===== config.mk =====
export PLATFORM = sky130hd
export DESIGN_NAME = rfm_bank
export DESIGN_NICKNAME = d
export VERILOG_FILES = /design/src/logic/rfm_pkg.sv /design/src/logic/rfm_input_path.sv /design/src/logic/rfm_bank.sv
export VERILOG_INCLUDE_DIRS = /design/src /design/src/logic
export SDC_FILE = /design/constraint.sdc
export NUM_CORES = 1
export LEC_CHECK = 0
export BUFFER_PORTS_ARGS = -buffer_cell sky130_fd_sc_hd__buf_2
export CAP_MARGIN = 10
export CORE_UTILIZATION = 48
export DETAILED_ROUTE_END_ITERATION = 8
export HOLD_SLACK_MARGIN = 0.02
export MAX_ROUTING_LAYER = met4
export PLACE_DENSITY = 0.73
export SLEW_MARGIN = 20
export SYNTH_ARGS = -nofsm -noshare
export SYNTH_HDL_FRONTEND = slang
export SYNTH_SLANG_ARGS = --single-unit
export TNS_END_PERCENT = 20

===== constraint.sdc =====
create_clock -name clk -period 1.8 [get_ports clk]
set_input_delay 0.54 -clock clk [delete_from_list [all_inputs] [get_ports clk]]
set_output_delay 0.54 -clock clk [all_outputs]
set_load 0.01 [all_outputs]

===== src/logic/rfm_defines.svh =====
// register offsets, field positions, reset values for the reference mask/config bank
`ifndef RFM_DEFINES_SVH
`define RFM_DEFINES_SVH
`define RFM_ADDR_WIDTH 7
`define RFM_OFS_FAIL_ISR 7'h02
`define RFM_OFS_FAIL_HIGH 7'h06
`define RFM_OFS_FAIL_LOW 7'h07
`define RFM_OFS_MASK_HIGH 7'h08
`define RFM_OFS_MASK_LOW 7'h09
`define RFM_OFS_INPUT_CFG 7'h0A
`define RFM_RST_MASK_LOW 8'h66
`define RFM_RST_MASK_HIGH 8'h66
`define RFM_RST_INPUT_CFG 8'h10
`define RFM_BIT_LOS 0
`define RFM_BIT_SCM 1
`define RFM_BIT_CFM 2
`define RFM_BIT_GST 3
`define RFM_CFG_HALVE_LSB 0
`define RFM_CFG_DIFF_LSB 4
`endif


===== src/logic/rfm_pkg.sv =====
// types shared by the reference mask/config bank
package rfm_pkg;
	typedef logic [3:0] rfm_gate_t;
	typedef logic [7:0] rfm_byte_t;
	typedef enum logic [1:0] {
		RFM_IDLE = 2'b00,
		RFM_WRITE = 2'b01,
		RFM_READ = 2'b10
	} rfm_access_t;
endpackage


===== src/logic/rfm_input_path.sv =====
// one reference input: receiver select and optional divide-by-2
`timescale 1ns/1ps
module rfm_input_path
	import rfm_pkg::*;
(
	// clock and reset
	input wire logic clk,
	input wire logic srst,
	// pins
	input wire logic positive_pin,
	input wire logic negative_pin,
	// configuration
	input wire logic halve_enable,
	input wire logic differential_select,
	// to loop
	output logic loop_ref
);
	logic pos_s1;
	logic pos_s2;
	logic neg_s1;
	logic neg_s2;
	logic rx_prev;
	logic half_clk;
	wire rx_level = differential_select ? (pos_s2 & ~neg_s2) : pos_s2;
	wire rx_rise = rx_level & ~rx_prev;

	always_ff @(posedge clk) begin
		pos_s1 <= positive_pin;
		pos_s2 <= pos_s1;
		neg_s1 <= negative_pin;
		neg_s2 <= neg_s1;
	end

	always_ff @(posedge clk) begin
		if (srst) begin
			rx_prev <= 1'b0;
			half_clk <= 1'b0;
			loop_ref <= 1'b0;
		end else begin
			rx_prev <= rx_level;
			if (rx_rise)
				half_clk <= ~half_clk;
			loop_ref <= halve_enable ? half_clk : rx_level;
		end
	end

	a_half_toggle: assert property (@(posedge clk) disable iff (srst)
		$past(rx_rise) && !$past(srst) |-> half_clk != $past(half_clk))
		else $error("halver did not toggle on rising edge");
	a_path_select: assert property (@(posedge clk) disable iff (srst)
		!$past(srst) |-> loop_ref == ($past(halve_enable) ? $past(half_clk)
			: $past(rx_level)))
		else $error("loop reference path wrong");
endmodule // rfm_input_path


===== src/logic/rfm_bank.sv =====
// reference failure mask and input configuration register bank
// Summary of operation
// - each reference has a 4-bit gate with bit 0 loss-of-signal, 1 single-cycle, 2 coarse-freq, 3 soak timer.
// - a gate bit of 0 disables its failure indicator and 1 enables it.
// - a cleared gate bit hides that failure from the interrupt status at address 0x02.
// - gate bits never touch the sticky raw failure bits, which record every failure.
// - one gate register holds references 2 and 3, the one at 0x09 holds references 0 and 1, low nibble first.
// - a set halve enable divides that input by 2 before its loop, else it passes undivided.
// - halve enables for references 0 to 3 sit in bits 0 to 3 of the input configuration register.
// - bits 4 to 7 pick differential (1) or single-ended positive-pin (0) reception per reference.
// - a sticky raw single-cycle bit is set on each such failure and stays set until cleared.
`timescale 1ns/1ps
`include "rfm_defines.svh"
module rfm_bank
	import rfm_pkg::*;
(
	// clock and reset
	input wire logic clk,
	input wire logic srst,
	// register port
	input wire logic wr_en,
	input wire logic rd_en,
	input wire logic [`RFM_ADDR_WIDTH-1:0] addr,
	input wire logic [7:0] wr_data,
	output logic [7:0] rd_data,
	output logic rd_valid,
	// failure events from monitors, one cycle pulses
	input wire logic [3:0] los_event,
	input wire logic [3:0] scm_event,
	input wire logic [3:0] cfm_event,
	input wire logic [3:0] gst_event,
	// reference pins
	input wire logic [3:0] input_positive_pin,
	input wire logic [3:0] input_negative_pin,
	// outputs
	output logic [3:0] loop_ref,
	output logic [3:0] ref_fail_status,
	output logic [3:0] input_halve_enable,
	output logic [3:0] input_differential_select
);
	// ****************************************
	// registers
	// ****************************************
	rfm_byte_t ref_fail_mask_low_pair;
	rfm_byte_t ref_fail_mask_high_pair;
	rfm_byte_t ref_input_config;
	rfm_byte_t raw_fail_low;
	rfm_byte_t raw_fail_high;

	function automatic rfm_byte_t pack_pair(input logic [3:0] l, s, c, g, input int r);
		pack_pair = {g[r+1], c[r+1], s[r+1], l[r+1], g[r], c[r], s[r], l[r]};
	endfunction

	function automatic logic gated_fail(input rfm_gate_t raw, input rfm_gate_t gate);
		gated_fail = |(raw & gate);
	endfunction

	// ****************************************
	// decode
	// ****************************************
	wire sel_mask_low = addr == `RFM_OFS_MASK_LOW;
	wire sel_mask_high = addr == `RFM_OFS_MASK_HIGH;
	wire sel_cfg = addr == `RFM_OFS_INPUT_CFG;
	wire sel_raw_low = addr == `RFM_OFS_FAIL_LOW;
	wire sel_raw_high = addr == `RFM_OFS_FAIL_HIGH;
	wire sel_isr = addr == `RFM_OFS_FAIL_ISR;
	wire rfm_byte_t ev_low = pack_pair(los_event, scm_event, cfm_event, gst_event, 0);
	wire rfm_byte_t ev_high = pack_pair(los_event, scm_event, cfm_event, gst_event, 2);
	wire rfm_byte_t clr_low = (wr_en && sel_raw_low) ? wr_data : 8'h00;
	wire rfm_byte_t clr_high = (wr_en && sel_raw_high) ? wr_data : 8'h00;
	// set wins over clear; gates play no part here
	wire rfm_byte_t next_raw_low = (raw_fail_low & ~clr_low) | ev_low;
	wire rfm_byte_t next_raw_high = (raw_fail_high & ~clr_high) | ev_high;
	wire rfm_gate_t gate0 = ref_fail_mask_low_pair[3:0];
	wire rfm_gate_t gate1 = ref_fail_mask_low_pair[7:4];
	wire rfm_gate_t gate2 = ref_fail_mask_high_pair[3:0];
	wire rfm_gate_t gate3 = ref_fail_mask_high_pair[7:4];
	wire [3:0] next_status = {gated_fail(raw_fail_high[7:4], gate3),
		gated_fail(raw_fail_high[3:0], gate2),
		gated_fail(raw_fail_low[7:4], gate1),
		gated_fail(raw_fail_low[3:0], gate0)};
	wire rfm_byte_t next_rd_data = sel_mask_low ? ref_fail_mask_low_pair
		: sel_mask_high ? ref_fail_mask_high_pair
		: sel_cfg ? ref_input_config
		: sel_raw_low ? raw_fail_low
		: sel_raw_high ? raw_fail_high
		: sel_isr ? {4'h0, ref_fail_status}
		: 8'h00;

	assign input_halve_enable = ref_input_config[`RFM_CFG_HALVE_LSB +: 4];
	assign input_differential_select = ref_input_config[`RFM_CFG_DIFF_LSB +: 4];

	// ****************************************
	// storage
	// ****************************************
	always_ff @(posedge clk) begin
		if (srst) begin
			ref_fail_mask_low_pair <= `RFM_RST_MASK_LOW;
			ref_fail_mask_high_pair <= `RFM_RST_MASK_HIGH;
			ref_input_config <= `RFM_RST_INPUT_CFG;
		end else if (wr_en) begin
			if (sel_mask_low)
				ref_fail_mask_low_pair <= wr_data;
			if (sel_mask_high)
				ref_fail_mask_high_pair <= wr_data;
			if (sel_cfg)
				ref_input_config <= wr_data;
		end
	end

	always_ff @(posedge clk) begin
		if (srst) begin
			raw_fail_low <= 8'h00;
			raw_fail_high <= 8'h00;
			ref_fail_status <= 4'h0;
			rd_data <= 8'h00;
			rd_valid <= 1'b0;
		end else begin
			raw_fail_low <= next_raw_low;
			raw_fail_high <= next_raw_high;
			ref_fail_status <= next_status;
			rd_valid <= rd_en;
			if (rd_en)
				rd_data <= next_rd_data;
		end
	end

	// ****************************************
	// input paths
	// ****************************************
	genvar gi;
	generate
		for (gi = 0; gi < 4; gi++) begin : g_path
			rfm_input_path u_path (
				.clk(clk),
				.srst(srst),
				.positive_pin(input_positive_pin[gi]),
				.negative_pin(input_negative_pin[gi]),
				.halve_enable(input_halve_enable[gi]),
				.differential_select(input_differential_select[gi]),
				.loop_ref(loop_ref[gi])
			);
		end
	endgenerate

	// ****************************************
	// checks
	// ****************************************
	a_gate_layout: assert property (@(posedge clk) disable iff (srst)
		scm_event[0] && !srst ##1 1'b1 |-> raw_fail_low[`RFM_BIT_SCM])
		else $error("single-cycle failure not at bit 1");
	a_mask_hides: assert property (@(posedge clk) disable iff (srst)
		ref_fail_mask_low_pair[3:0] == 4'h0 ##1 ref_fail_mask_low_pair[3:0] == 4'h0
		|-> !ref_fail_status[0])
		else $error("masked reference 0 shows in status");
	a_raw_unmasked: assert property (@(posedge clk) disable iff (srst)
		los_event[2] |=> raw_fail_high[`RFM_BIT_LOS])
		else $error("raw loss bit not recorded");
	a_high_nibble: assert property (@(posedge clk) disable iff (srst)
		wr_en && sel_mask_low |=> gate1 == $past(wr_data[7:4]))
		else $error("reference 1 gate not in upper nibble");
	a_halve_map: assert property (@(posedge clk) disable iff (srst)
		wr_en && sel_cfg |=> input_halve_enable == $past(wr_data[3:0]))
		else $error("halve enables misplaced");
	a_diff_map: assert property (@(posedge clk) disable iff (srst)
		wr_en && sel_cfg |=> input_differential_select == $past(wr_data[7:4]))
		else $error("differential selects misplaced");
	a_sticky_hold: assert property (@(posedge clk) disable iff (srst)
		raw_fail_low[`RFM_BIT_SCM] && !(wr_en && sel_raw_low) |=> raw_fail_low[`RFM_BIT_SCM])
		else $error("sticky bit lost without clear");
	a_status_or: assert property (@(posedge clk) disable iff (srst)
		!$past(srst) |-> ref_fail_status[3] == |($past(raw_fail_high[7:4]) & $past(gate3)))
		else $error("status is not gated OR");

	// ****************************************
	// status, raw and register checks
	// ****************************************
	a_status_ref0: assert property (@(posedge clk) disable iff (srst)
		!$past(srst) |-> ref_fail_status[0] == |($past(raw_fail_low[3:0]) & $past(gate0)))
		else $error("reference 0 status is not gated OR");
	a_status_ref1: assert property (@(posedge clk) disable iff (srst)
		!$past(srst) |-> ref_fail_status[1] == |($past(raw_fail_low[7:4]) & $past(gate1)))
		else $error("reference 1 status is not gated OR");
	a_status_ref2: assert property (@(posedge clk) disable iff (srst)
		!$past(srst) |-> ref_fail_status[2] == |($past(raw_fail_high[3:0]) & $past(gate2)))
		else $error("reference 2 status is not gated OR");
	a_raw_ref0_sets: assert property (@(posedge clk) disable iff (srst)
		los_event[0] || scm_event[0] || cfm_event[0] || gst_event[0] |=>
		raw_fail_low[`RFM_BIT_LOS] >= $past(los_event[0])
		&& raw_fail_low[`RFM_BIT_SCM] >= $past(scm_event[0])
		&& raw_fail_low[`RFM_BIT_CFM] >= $past(cfm_event[0])
		&& raw_fail_low[`RFM_BIT_GST] >= $past(gst_event[0]))
		else $error("reference 0 raw failure not recorded");
	a_raw_ref3_sets: assert property (@(posedge clk) disable iff (srst)
		los_event[3] || scm_event[3] || cfm_event[3] || gst_event[3] |=>
		raw_fail_high[4 + `RFM_BIT_LOS] >= $past(los_event[3])
		&& raw_fail_high[4 + `RFM_BIT_SCM] >= $past(scm_event[3])
		&& raw_fail_high[4 + `RFM_BIT_CFM] >= $past(cfm_event[3])
		&& raw_fail_high[4 + `RFM_BIT_GST] >= $past(gst_event[3]))
		else $error("reference 3 raw failure not recorded");
	a_raw_low_keeps: assert property (@(posedge clk) disable iff (srst)
		!(wr_en && sel_raw_low) |=>
		(raw_fail_low & $past(raw_fail_low)) == $past(raw_fail_low))
		else $error("low raw pair dropped a bit");
	a_raw_high_keeps: assert property (@(posedge clk) disable iff (srst)
		!(wr_en && sel_raw_high) |=>
		(raw_fail_high & $past(raw_fail_high)) == $past(raw_fail_high))
		else $error("high raw pair dropped a bit");
	a_low_pair_write: assert property (@(posedge clk) disable iff (srst)
		wr_en && sel_mask_low |=> ref_fail_mask_low_pair == $past(wr_data))
		else $error("low gate pair not written");
	a_high_pair_write: assert property (@(posedge clk) disable iff (srst)
		wr_en && sel_mask_high |=> ref_fail_mask_high_pair == $past(wr_data))
		else $error("high gate pair not written");
	a_gate_high_hold: assert property (@(posedge clk) disable iff (srst)
		!(wr_en && sel_mask_high) |=> $stable(ref_fail_mask_high_pair))
		else $error("high gate pair changed without write");
	a_cfg_hold: assert property (@(posedge clk) disable iff (srst)
		!(wr_en && sel_cfg) |=> $stable(ref_input_config))
		else $error("input config changed without write");
	a_isr_read: assert property (@(posedge clk) disable iff (srst)
		rd_en && sel_isr |=> rd_data == {4'h0, $past(ref_fail_status)})
		else $error("interrupt status read wrong");
	c_status_hidden: cover property (@(posedge clk) gate0 == 4'h0 && raw_fail_low[3:0] != 4'h0);
	c_fail_seen: cover property (@(posedge clk) ref_fail_status[0]);
	c_fail_masked: cover property (@(posedge clk) raw_fail_low[0] && !ref_fail_status[0]);
	c_halved: cover property (@(posedge clk) input_halve_enable[0] && loop_ref[0]);
	c_clear: cover property (@(posedge clk) wr_en && sel_raw_low && raw_fail_low != 8'h00);
endmodule // rfm_bank


-- Word-level counts from Yosys, hierarchy flattened
Index checks and enable logic that the tools add are counted.
- register bits: 81
- input port bits: 43
- output and inout bits: 25
- word-level logic and storage cells: 97
- equal/unequal tests: 6
- mux-type cells: 16
- bitwise gates (word level): 30
- reductions and logical operators: 9
- operators with widths (operator ; count):
    2-to-1 mux 8 bit ; 7
    == test 7 x 4 -> 1 bit, second input constant ; 3
    bitwise AND 4 bit ; 4
    bitwise AND 8 bit ; 2
    NOT 8 bit ; 2
    OR 8 bit ; 2
    OR reduction 4 bit ; 4
    == test 7 x 3 -> 1 bit, second input constant ; 2
    NOT 1 bit ; 12
    bitwise AND 1 bit ; 8
    2-to-1 mux 1 bit ; 8
    == test 7 x 2 -> 1 bit, second input constant ; 1
    AND reduction 2 bit ; 3
    2-to-1 mux 4 bit ; 1
    logical AND 1 bit ; 2

-- Longest topological paths before layout
- word-level depth: 7
- depth in mapped cells: 7
- mapped depth without buffers: 4

-- Hierarchy
A second synthesis with hierarchy kept.
- cell total of the unflattened synthesis: 348
- area total of the unflattened synthesis: 3230.6 sq um
- modules (own cells, without submodules) (module ; times used ; cells an instance ; area an instance (sq um) ; sequential area each (sq um)):
    rfm_bank ; 1 ; 288 ; 2489.9 ; 1061.0
    rfm_input_path ; 4 ; 15 ; 185.2 ; 140.1

-- Least setup slack after synthesis
OpenSTA, ideal clock, no wires.
- path kind: input -> register
- start point: input addr[6]
- end point: register ref_input_config[4]
- setup time: 0.120 ns
- data arrival time: 1.819 ns
- required time: 1.680 ns
- path slack: -0.138 ns
- cell stages on the path: 4
- buffers on the path: 0
- cell sequence: or4b_4 > nor3_4 > nor2_1 > a211o_1
- longest elaborated chain between the ends: 2
- ends and longest elaborated chain (item ; line ; RTL):
    from (decl) ; rfm_bank.sv:23 ; input wire logic [`RFM_ADDR_WIDTH-1:0] addr,
    == test 7 x 4 -> 1 bit (no source line) ; n/a ;
    AND reduction 2 bit (no source line) ; n/a ;
    to (signal assigned) ; rfm_bank.sv:100 ; ref_input_config <= `RFM_RST_INPUT_CFG;
    to (signal assigned) ; rfm_bank.sv:107 ; ref_input_config <= wr_data;
    to (decl) ; rfm_bank.sv:46 ; rfm_byte_t ref_input_config;
Every way passes these cells.
A chain may end at the register's enable or synchronous reset.

-- Worst setup path after layout
- start point: register ref_fail_status[1]
- end point: register rd_data[1]
- longest elaborated chain between the ends: 6
- ends and longest elaborated chain (item ; line ; RTL):
    from (decl) ; rfm_bank.sv:37 ; output logic [3:0] ref_fail_status,
    from (signal assigned) ; rfm_bank.sv:121 ; ref_fail_status <= next_status;
    2-to-1 mux 4 bit ; rfm_bank.sv:87 ; : sel_isr ? {4'h0, ref_fail_status}
    2-to-1 mux 8 bit ; rfm_bank.sv:86 ; : sel_raw_high ? raw_fail_high
    2-to-1 mux 8 bit ; rfm_bank.sv:85 ; : sel_raw_low ? raw_fail_low
    2-to-1 mux 8 bit ; rfm_bank.sv:84 ; : sel_cfg ? ref_input_config
    2-to-1 mux 8 bit ; rfm_bank.sv:83 ; : sel_mask_high ? ref_fail_mask_high_pair
    2-to-1 mux 8 bit ; rfm_bank.sv:82 ; wire rfm_byte_t next_rd_data = sel_mask_low ? ref_fail_mask_low_pair
    to (signal assigned) ; rfm_bank.sv:124 ; rd_data <= next_rd_data;
    to (decl) ; rfm_bank.sv:25 ; output logic [7:0] rd_data,
Every way passes these cells.

==> metrics.txt <==
status=complete, no violations; Resize count post-CTS=0; initial antenna violation count=0; layout cells sized above 1=between 20 and 30%; Syn Area/Cell=approximately 9.8 µm²; Post-DP HPWL=5767 µm; final setup TNS=0 ns; critical path class=flip-flop to flip-flop; Design Area, Final=between 0.003 and 0.004 mm²; synth top area cells=dfxtp_1 (51%), mux2i_1 (9.1%), nor2_1 (5.7%); Peak VDD IR=approximately 0.00066 V; hold path startpoint=input_positive_pin[2]; skew final=approximately 0.013 ns; Largest stage delay, worst path=approximately 0.46 ns; DRT Pass-1 Iters=4; placer congestion estimate=roughly 0.88; Max-slew headroom=61.37%; final setup fails=0; post-synthesis cell count=328; Multi-input gate area=0.001403 mm²; hold-fix buffers at CTS=0; wirelength, routed=8028 µm; Critical Path RT=~2.1 ns; Final #Nets=roughly 440; vias in the first global route=about 2600; Sink Count=81; critical path's top delay family=compound AO/OA/AOI/OAI gates; share of the synthesized area in the top cell type=roughly 50%; CTS tree=built; Peak Freq=~620 MHz; Synthesized Nets=~370; critical path, cell by cell=or3b_2 > a211oi_1 > a2111oi_0 > a2111oi_2; Placed Area=roughly 0.0037 mm²; first-pass GRT wire length=12740 µm; Final Cycle Share=between 80% and 90%; grt ovf=0; DR WL/cell=about 17 µm; htree depth=3; CP endpoint kind=flip-flop; CTS buffer count=9; IO Pins=68; Total GRT Usage=24.22%; #FFs+latches synth=81; vias per inst=~5.7; CP startpoint kind=flip-flop; die width=about 84 µm; Starting Density=roughly half; min Tclk post-route=~1.6 ns; Sequential Area=between 0.0015 and 0.002 mm²; CP arrival=around 1.9 ns; Vias=roughly 2700; die height=approximately 84 µm; Std-Cell Rows=29; worst-path maximum fanout=2; final-layout fill cell count=approximately 560; WP buf/inv=0; Starting DRT DRC Count=295; Slew Limit Fails=0; DRC Markers=0; post-synthesis cell type count=36; reg2reg start=ref_fail_status[1]; worst min path class=primary input to flip-flop; Post-CTS Setup Inserts=0; Clock Latency Late Sink=between 0.3 and 0.4 ns; core footprint=0.006386 mm²; Die Area=0.007004 mm²; CP startpoint=ref_fail_status[1]; crit path max-delay cell type=or3b_2; Lkg Pwr=roughly 1.7 nW; sequential cell area fraction in the yosys report=50.63%; Mapped Area=about 0.0032 mm²; post-route ant nets=0; largest net degree at the start of global routing=58; Synth-to-Final Area Change=22.66%; Clock Tree Root=clkbuf_8; Antenna Cells=0; Clock Tree Buf Depth=2; final hold violation count=0; Reg clk slew, reported paths=around 0.09 ns; max cap viols=0; RSZ-0062 raised after global routing=no; Cell Pwr Density=slightly above 900 mW/mm²; Slew @ Worst Pin=0.5773 ns; Synth area leader=dfxtp_1; synth warn=0; buffers added on ports=67
-- cell usage in the layout, fill, tap and decap left out, types with 2 or more instances in the layout --
cell type and n:
o21ai_0 9, and2_1 2, and3_1 9, nand4_1 16, o2bb2ai_1 7, buf_4 19
a32o_1 7, a21oi_1 29, buf_2 67, clkbuf_8 11, nand3_1 3, inv_6 2
a22oi_1 8, nor2_1 49, a211o_1 9, nor2b_1 4, a221o_1 3, mux2i_1 29
buf_12 5, dfxtp_1 81, inv_1 5, or3_1 4, nand2_1 8, a21bo_2 4
-- cells by family after synthesis --
logic type             Yosys count  share of synthesized area [%]
flip-flops                      81                          50.63
AND/OR/NAND/NOR                105                          17.19
AO/OA/AOI/OAI                   79                          17.54
buffers and inverters           34                          5.586
multiplexers                    29                          9.063
-- area by class of cell --
cell class	instances	area share (%)
Timing Repair Buffer	91	14.71
Clock buffer	11	3.853
Clock inverter	5	1.529
Sequential cell	81	41.27
Multi-Input combinational cell	213	35.70
Inverter	5	0.4777
Tap cell	77	2.452
-- report_power, final --
group / switching [mW] / total [mW] / internal (mW)
sequential: 0.0435 / 1.91 / 1.86
clock: 0.676 / 1.40 / 0.724
combinational: 0.167 / 0.312 / 0.145
total: 0.886 / 3.62 / 2.73
-- layer usage --
layer / vias to the layer above / part of all wire (%) / GRT usage (%)
met5: - / 0 / -
met4: 0 / 2.0 / 12.33
met3: 14 / 5.2 / 3.759
met2: 89 / 46 / 35.70
met1: 1313 / 47 / 32.29
li1: 1327 / - / -
-- worst reg2reg max path: stages, from the launching register on --
cell	delay, ns
dfxtp_1	0.39
or3b_2	0.46
a211oi_1	0.25
a2111oi_0	0.11
a2111oi_2	0.28
-- Yosys cell counts --
cell,n
o21ai_0,9
buf_2,5
a21oi_1,29
nand2_1,8
nand3b_1,1
buf_4,12
clkbuf_1,10
a22oi_1,8
or3b_2,1
nand4_1,16
and3_1,9
a221o_1,3
or4b_4,1
a211oi_1,1
buf_1,2
or3_1,4
nor3_1,1
a211o_1,9
nor2b_1,4
nor4b_2,1
nor3_4,1
and4b_1,1
a32o_1,7
a2111oi_0,1
inv_1,5
o2bb2ai_1,7
nor2_1,49
nand3_1,3
mux2i_1,29
and2_1,2
nor3b_1,1
nor3b_2,1
dfxtp_1,81
a21bo_2,4
a2111oi_2,1
nand2b_1,1
-- per-stage QoR --
step	worst slack [ns]	hold slack (ns)	total power, mW	util (%)	std cells
finish	0.1934	0.2788	3.619	61.52	483
global route	0.1160	0.2649	3.747	61.52	483
CTS	0.1980	0.2631	3.644	61.52	483
detailed placement	-0.1367	0.3121	2.257	58.21	467
global placement	-0.1249	0.3105	2.248	58.21	467
floorplan	-0.06818	0.3096	2.097	-	328
-- sequential cells by signal, summed over array words and instances, names as in the netlist --
| signal | flops |
|---|---|
| g_path.u_path.half_clk | 4 |
| g_path.u_path.loop_ref | 4 |
| rd_data | 8 |
| rd_valid | 1 |
| g_path.u_path.rx_prev | 4 |
| g_path.u_path.pos_s2 | 4 |
| raw_fail_low | 8 |
| ref_input_config | 8 |
| g_path.u_path.neg_s2 | 4 |
| ref_fail_mask_high_pair | 8 |
| g_path.u_path.pos_s1 | 4 |
| raw_fail_high | 8 |
| ref_fail_mask_low_pair | 8 |
| ref_fail_status | 4 |
| g_path.u_path.neg_s1 | 4 |
-- path summary, 6_finish.rpt --
check                            end  slack, ns  cells after the start
max reg2reg               rd_data[1]       0.19                      4
max                       rd_data[1]       0.19                      4
min reg2reg  g_path[2].u_path.pos_s2       0.33                      0
min          g_path[2].u_path.pos_s1       0.28                      1
(Power assumes the default switching activity.)
